===== config.mk =====
export PLATFORM = sky130hd
export DESIGN_NAME = instant_overcurrent_function
export DESIGN_NICKNAME = d
export VERILOG_FILES = /design/src/overcurrent_pkg.sv /design/src/instant_overcurrent_function.sv
export SDC_FILE = /design/constraint.sdc
export NUM_CORES = 1
export LEC_CHECK = 0
export BUFFER_PORTS_ARGS = -buffer_cell sky130_fd_sc_hd__buf_2
export CAP_MARGIN = 0
export CORE_MARGIN = 1.5
export CORE_UTILIZATION = 35
export CTS_BUF_LIST = sky130_fd_sc_hd__clkbuf_8
export CTS_CLUSTER_DIAMETER = 200
export DETAILED_ROUTE_END_ITERATION = 8
export PLACE_DENSITY = 0.63
export SYNTH_ARGS = -nofsm -noshare
export SYNTH_HDL_FRONTEND = slang
export SYNTH_SLANG_ARGS = --single-unit

===== constraint.sdc =====
create_clock -name clk -period 4.71 [get_ports clk]
set_clock_uncertainty 0.2 [all_clocks]
set_input_delay 0.2355 -clock clk [delete_from_list [all_inputs] [get_ports clk]]
set_output_delay 0.2355 -clock clk [all_outputs]
set_load 0.01 [all_outputs]

===== src/overcurrent_pkg.sv =====
// Package: types, settings and timing constants of the instantaneous overcurrent block
package overcurrent_pkg;

    // ----------------------------------------------------------------
    // Widths and setting limits
    // ----------------------------------------------------------------
    localparam int SAMPLE_WIDTH  = 16;
    localparam int SETTING_WIDTH = 12;
    localparam logic [SETTING_WIDTH-1:0] START_MIN     = 12'h014; // 20 %
    localparam logic [SETTING_WIDTH-1:0] START_MAX     = 12'hBB8; // 3000 %
    localparam logic [SETTING_WIDTH-1:0] START_DEFAULT = 12'h0C8; // 200 %

    // Reset ratio 0.85 expressed as 17/20
    localparam int RESET_NUM = 17;
    localparam int RESET_DEN = 20;

    // ----------------------------------------------------------------
    // Timing figures
    // ----------------------------------------------------------------
    localparam int CLK_HZ          = 50_000_000;
    localparam int PEAK_OP_TIME_MS = 15;
    localparam int FUND_OP_TIME_MS = 25;
    // Longest times round down to whole cycles
    localparam int PEAK_OP_CYCLES  = (CLK_HZ / 1000) * PEAK_OP_TIME_MS;
    localparam int FUND_OP_CYCLES  = (CLK_HZ / 1000) * FUND_OP_TIME_MS;

    // ----------------------------------------------------------------
    // Operation mode
    // ----------------------------------------------------------------
    typedef enum logic [1:0] {
        MODE_OFF  = 2'h0,
        MODE_PEAK = 2'h1,
        MODE_FUND = 2'h2
    } op_mode_type;

    // One measured quantity per phase
    typedef struct packed {
        logic [SAMPLE_WIDTH-1:0] phase_a;
        logic [SAMPLE_WIDTH-1:0] phase_b;
        logic [SAMPLE_WIDTH-1:0] phase_c;
    } phase_values_type;

    // Trip outputs
    typedef struct packed {
        logic       any_phase_trip;
        logic [2:0] phase_trip;
    } trip_set_type;

    // Event pulses, bit 3 is the general trip, bits 2..0 phases c..a
    typedef struct packed {
        logic [3:0] on_event;
        logic [3:0] off_event;
    } trip_events_type;

endpackage


===== src/instant_overcurrent_function.sv =====
// Instantaneous overcurrent decision for three phases with trip events
module instant_overcurrent_function
    import overcurrent_pkg::*;
#(
    parameter int PEAK_WINDOW = 1000 // Samples over which a peak is held
) (
    input  wire logic                                  clk,
    input  wire logic                                  rst_n,
    input  wire overcurrent_pkg::op_mode_type          op_mode,
    input  wire logic [overcurrent_pkg::SETTING_WIDTH-1:0] start_current,
    input  wire logic                                  function_inhibit,
    input  wire logic                                  threshold_doubler,
    input  wire logic                                  sample_valid,
    input  wire overcurrent_pkg::phase_values_type     sample_abs,
    input  wire overcurrent_pkg::phase_values_type     fundamental_rms,
    output      logic                                  phase_a_trip,
    output      logic                                  phase_b_trip,
    output      logic                                  phase_c_trip,
    output      logic                                  any_phase_trip,
    output      overcurrent_pkg::trip_events_type      trip_events
);
    import overcurrent_pkg::*;

    localparam int CW = $clog2(PEAK_WINDOW + 1);
    localparam int PW = SAMPLE_WIDTH + 8; // Room for percent products

    // ----------------------------------------------------------------
    // State
    // ----------------------------------------------------------------
    typedef struct packed {
        logic [2:0][SAMPLE_WIDTH-1:0] peak;
        logic [2:0][SAMPLE_WIDTH-1:0] peak_run;
        logic [CW-1:0]                window_count;
        trip_set_type                 trips;
        trip_events_type              events;
    } state_type;

    state_type state;
    state_type next_state;

    // Clamp start setting into its legal range
    function automatic logic [SETTING_WIDTH-1:0] clamp_start(input logic [SETTING_WIDTH-1:0] s);
        if (s < START_MIN) begin
            return START_MIN;
        end else if (s > START_MAX) begin
            return START_MAX;
        end
        return s;
    endfunction

    logic [SETTING_WIDTH-1:0] start_eff;
    logic [PW-1:0]            threshold;      // Percent of nominal, x1 or x2
    logic [2:0][SAMPLE_WIDTH-1:0] sample_vec;
    logic [2:0][SAMPLE_WIDTH-1:0] fund_vec;
    logic [2:0][SAMPLE_WIDTH-1:0] measured;
    logic [2:0]               pickup;
    logic [2:0]               dropout;
    logic                     enabled;

    // ----------------------------------------------------------------
    // Setting handling
    // ----------------------------------------------------------------
    // Measured values are in percent of nominal, same scale as the setting
    assign start_eff  = clamp_start(start_current);
    assign threshold  = threshold_doubler ? {{(PW-SETTING_WIDTH-1){1'b0}}, start_eff, 1'b0}
                                          : {{(PW-SETTING_WIDTH){1'b0}}, start_eff};
    assign enabled    = (op_mode != MODE_OFF) && !function_inhibit;
    assign sample_vec = {sample_abs.phase_c, sample_abs.phase_b, sample_abs.phase_a};
    assign fund_vec   = {fundamental_rms.phase_c, fundamental_rms.phase_b,
                         fundamental_rms.phase_a};

    // ----------------------------------------------------------------
    // Per-phase decision
    // ----------------------------------------------------------------
    // Dropout compares 20*I against 17*threshold to avoid a divider
    genvar g;
    generate
        for (g = 0; g < 3; g++) begin : g_phase
            logic [PW-1:0] meas_wide;
            assign measured[g] = (op_mode == MODE_PEAK) ? state.peak[g] : fund_vec[g];
            assign meas_wide   = {{(PW-SAMPLE_WIDTH){1'b0}}, measured[g]};
            assign pickup[g]   = meas_wide > threshold;
            assign dropout[g]  = (meas_wide * PW'(RESET_DEN))
                                 < (threshold * PW'(RESET_NUM));
        end
    endgenerate

    // ----------------------------------------------------------------
    // Next state
    // ----------------------------------------------------------------
    always_comb begin
        next_state = state;
        // Peak hold per phase, refreshed each window so it can fall again
        if (sample_valid) begin
            for (int p = 0; p < 3; p++) begin
                if (state.window_count == '0) begin
                    next_state.peak[p]     = (sample_vec[p] > state.peak_run[p]) ?
                                             sample_vec[p] : state.peak_run[p];
                    next_state.peak_run[p] = '0;
                end else begin
                    if (sample_vec[p] > state.peak_run[p]) begin
                        next_state.peak_run[p] = sample_vec[p];
                    end
                    // A new high is seen at once so the pickup is not delayed
                    if (sample_vec[p] > state.peak[p]) begin
                        next_state.peak[p] = sample_vec[p];
                    end
                end
            end
            next_state.window_count = (state.window_count == '0) ?
                                      CW'(PEAK_WINDOW - 1) : state.window_count - 1'b1;
        end
        // Trip with hysteresis; forced low while disabled
        for (int p = 0; p < 3; p++) begin
            if (!enabled) begin
                next_state.trips.phase_trip[p] = 1'b0;
            end else if (pickup[p]) begin
                next_state.trips.phase_trip[p] = 1'b1;
            end else if (dropout[p]) begin
                next_state.trips.phase_trip[p] = 1'b0;
            end
        end
        next_state.trips.any_phase_trip = |next_state.trips.phase_trip;
        // Edge events on the four trip outputs
        next_state.events.on_event  = next_state.trips & ~state.trips;
        next_state.events.off_event = ~next_state.trips & state.trips;
    end

    // Single register for the whole state
    always_ff @(posedge clk or negedge rst_n) begin
        if (!rst_n) begin
            state <= '0;
        end else begin
            state <= next_state;
        end
    end

    // ----------------------------------------------------------------
    // Outputs
    // ----------------------------------------------------------------
    assign phase_a_trip   = state.trips.phase_trip[0];
    assign phase_b_trip   = state.trips.phase_trip[1];
    assign phase_c_trip   = state.trips.phase_trip[2];
    assign any_phase_trip = state.trips.any_phase_trip;
    assign trip_events    = state.events;
endmodule


==> impl_metrics.py <==
metrics = {
    "global_routing": {
        "globalRoute.totalOverflow": 0,
        "groute.usage.overall": 0.2009,
        "grt_pass1_wl_um": 61840,
        "grt_max_degree": 60,
        "number_of_antenna_violations_at_the_first_check_in_global_routing": 1,
        "grt_pass1_vias": 12417,
    },
    "power": {
        "cellLeakagePower_nw": 8.585,
        "vdd.ir_drop.worst_mv": 0.2166,
        "power_per_cell_area_nw_per_um2": 466.8,
    },
    "sta": {
        "slew-limit-headroom": 0.1466,
        "hold_viol": 0,
        "unrepaired_setup_endpoints_after_global_routing": "yes",
        "layout_min_cycle_time_ns": 4.762,
        "pnr_worst_setup_slack_ns": -0.05200,
        "timing.final.crit_share": 1.011,
        "max_slew.worst_pin.slew_ns": 1.275,
        "timing.final.setup_violations": 4,
        "setup-tns-final_ns": -0.08762,
        "timing.final.max_slew_violations": 0,
        "max_clock_freq_ghz": 0.2100,
    },
    "die": {
        "die_area_sq_um": 38510,
        "core_area_sq_um": 36700,
        "floorplan.rows": 70,
        "io_pins": 127,
        "initial_utilization": 0.3562,
        "dieWidth_um": 196.3,
        "die_height_um": 196.3,
    },
    "yosys": {
        "ys_async_sr_fraction": 1.000,
        "sequential_to_total_area_share_from_yosys_stat": 0.2259,
        "yosysUniqueCellTypes": 77,
        "count_of_flip_flops_with_a_built_in_enable_after_synthesis": 0,
        "synth-seq-cells": 118,
        "post_synthesis_instance_area_sq_um": 13070,
        "syn_area_per_cell_sq_um": 8.886,
        "synth-warning-count": 0,
        "dominantRegCellSynth": "dfrtp_1",
        "synth_cells": 1471,
    },
    "drt": {
        "dr_total_vias": 12358,
        "avgRoutedWirePerCell_um": 16.57,
        "aggregate_routed_wire_length_um": 38450,
        "remaining_drc_errors": 0,
        "first_iter_violations": 674,
        "firstDrtPassIters": 5,
        "ratio_of_routed_vias_to_standard_cells": 5.327,
        "antenna_left": 0,
    },
    "run": {
        "max_cap_violations": 0,
    },
    "finish": {
        "layout.cells.non_filler": 2320,
        "area_growth_pct": 29.70,
        "layout_common_cells": "ha_1 (269), buf_4 (209), inv_1 (141)",
        "finalNetCount": 2235,
        "final_common_cell": "ha_1",
        "register_area_sq_um": 2953,
        "filler_cell_count": 3549,
        "post_route_cells_drive_above_1_share": 0.2415,
        "multiInputGateArea_sq_um": 9676,
    },
    "cts": {
        "clkTransAtPathRegs_ns": 0.09,
        "cts_sinks": 118,
        "cts_tree": "yes",
        "root_buffer": "clkbuf_8",
        "clock_tree.buffer_depth": 2,
        "cts-buffers-inserted": 17,
        "ctsHtreeMaxLevel": 4,
        "clk_latency_ns": 0.47,
    },
    "critical_path": {
        "cp_slowest_stage_delay_ns": 0.45,
        "worstSetupStartpointType": "input port",
        "cp.arrival_ns": 4.96,
        "crit_chain": "buf_6 > or3_4 > or4_4 > and2_4 > or2_4 > o31a_1 > buf_6 > ha_4 > ha_4 > buf_4 > nor2_1 > o21ai_0 > o21ai_1 > buf_4 > ha_1 > and4_1 > a21oi_1 > nand2_1 > a211o_1 > a22o_1 > o221ai_2 > a311o_2 > and4_1",
        "worst_path_max_delay_cell": "or4_4",
        "critical_path_peak_fanout": 6,
        "timing.critical_path.to_type": "register",
        "crit_required_ns": 4.91,
        "timing_worst_setup_path_type": "input port to register",
    },
    "place": {
        "placed_cells_incl_taps": 2228,
        "port_buffers": 126,
        "gp_congestion": 0.9643,
        "place_ws_ns": -0.6270,
        "dp.final_hpwl_um": 31420,
    },
    "min_path": {
        "timing.hold.worst.class": "input port to async pin",
    },
    "run_status": {
        "outcome": "finished with violations",
        "violations": "negative setup slack",
    },
}
## kinds of logic (layout without fill, tap and decap cells)
family / count (synthesis) / count (layout) / share of synthesized area
AOI/OAI and AO/OA: 402 / 402 / 0.2084
and+or+nand+nor: 343 / 343 / 0.1322
adders and majority gates: 283 / 283 / 0.2731
buffers and inverters: 185 / 563 / 0.05657
DFF: 118 / 118 / 0.2259
muxes: 103 / 103 / 0.07945
xor gates and xnor gates: 36 / 36 / 0.02412
other: 1 / 4 / 0.0002869
## metrics by stage
stage                     cell area [sq um]  hold slack (ns)    util  total power [mW]
final                                 16950          0.02550  0.4620             7.914
after floorplan                       13180          -0.2601       -             5.025
after global placement                15740         -0.01652  0.4290             6.461
after global routing                  16950          0.05903  0.4620             8.658
after CTS                             16710         0.007816  0.4554             7.758
after detailed placement              15740         -0.01474  0.4290             6.639
## cell type report
cell class | count | share of cell area
diodes | 1 | 0.0001476
repair buffers | 388 | 0.1633
multi-input cells | 1170 | 0.5707
well taps | 468 | 0.03454
clock inverters | 14 | 0.01085
flip-flops and latches | 118 | 0.1742
clock buffers | 18 | 0.01461
inverters | 143 | 0.03166
## Yosys cell counts, drive strengths merged (8+ instances only)
| cell type | instances | area (sq um) |
|---|---|---|
| nand2b | 18 | 112.6 |
| a211o | 8 | 70.07 |
| a22o | 50 | 437.9 |
| nor2b | 20 | 125.1 |
| dfrtp | 118 | 2953 |
| a211oi | 11 | 82.58 |
| nor3 | 30 | 150.1 |
| mux2i | 97 | 970.9 |
| or2 | 8 | 50.05 |
| inv | 143 | 536.8 |
| buf | 18 | 112.6 |
| o21a | 38 | 285.3 |
| o21ai | 115 | 575.6 |
| xnor2 | 28 | 245.2 |
| clkbuf | 24 | 90.09 |
| a31oi | 8 | 50.05 |
| a2111oi | 9 | 80.08 |
| nor2 | 67 | 251.5 |
| nand2 | 99 | 371.6 |
| nand4 | 24 | 150.1 |
| a21oi | 81 | 416.7 |
| xor2 | 8 | 70.07 |
| ha | 278 | 3478 |
| and2 | 12 | 77.57 |
| nand3 | 25 | 125.1 |
| a21o | 34 | 255.2 |
## worst max-delay path, delay by kind of cell
kind / cells / cell delay (ns)
fa+ha+maj: 3 / 0.71
simple gates: 8 / 1.79
compound gates: 8 / 1.71
buf+inv: 4 / 0.52
## power by group
group          switching [mW]  total, mW  internal [mW]
logic                    2.68       5.13           2.45
registers               0.281       1.75           1.47
clock network           0.439       1.02          0.586
## sequential cells by signal, summed over array words and instances (netlist names)
signal / cells
any_phase_trip: 1
phase_a_trip: 1
phase_b_trip: 1
phase_c_trip: 1
state: 106
trip_events: 8
## routing by layer
layer / wire length [um] / GRT usage / vias to the layer above
met3: 1418 / 0.02733 / 82
li1: - / - / 6125
met1: 17340 / 0.2530 / 5890
met2: 18240 / 0.3443 / 261
met5: 0 / 0 / -
met4: 1443 / 0.08433 / 0
## repair_timing
item,in CTS,in global routing
setup buffers,1,7
cloned,0,0
resized for setup,4,51
pin swaps,17,21
hold buffers,51,0
endpoints found under the setup margin,9,12
endpoints found under the hold margin,161,0
## worst paths after layout
check,endpoint,cells past startpoint,start,slack [ns]
max,trip_events[3]$_DFF_PN0_,23,start_current[1],-0.05
max reg2reg,trip_events[3]$_DFF_PN0_,18,state[92]$_DFFE_PN0P_,0.15
max in group asynchronous,state[97]$_DFFE_PN0P_,3,rst_n,3.16
min reg2reg,trip_events[7]$_DFF_PN0_,1,any_phase_trip$_DFF_PN0_,0.27
min,state[109]$_DFFE_PN0P_,2,rst_n,0.03
min in group clk,phase_a_trip$_DFF_PN0_,6,op_mode[1],0.25
Note: power is estimated with default switching activity, not from simulation.
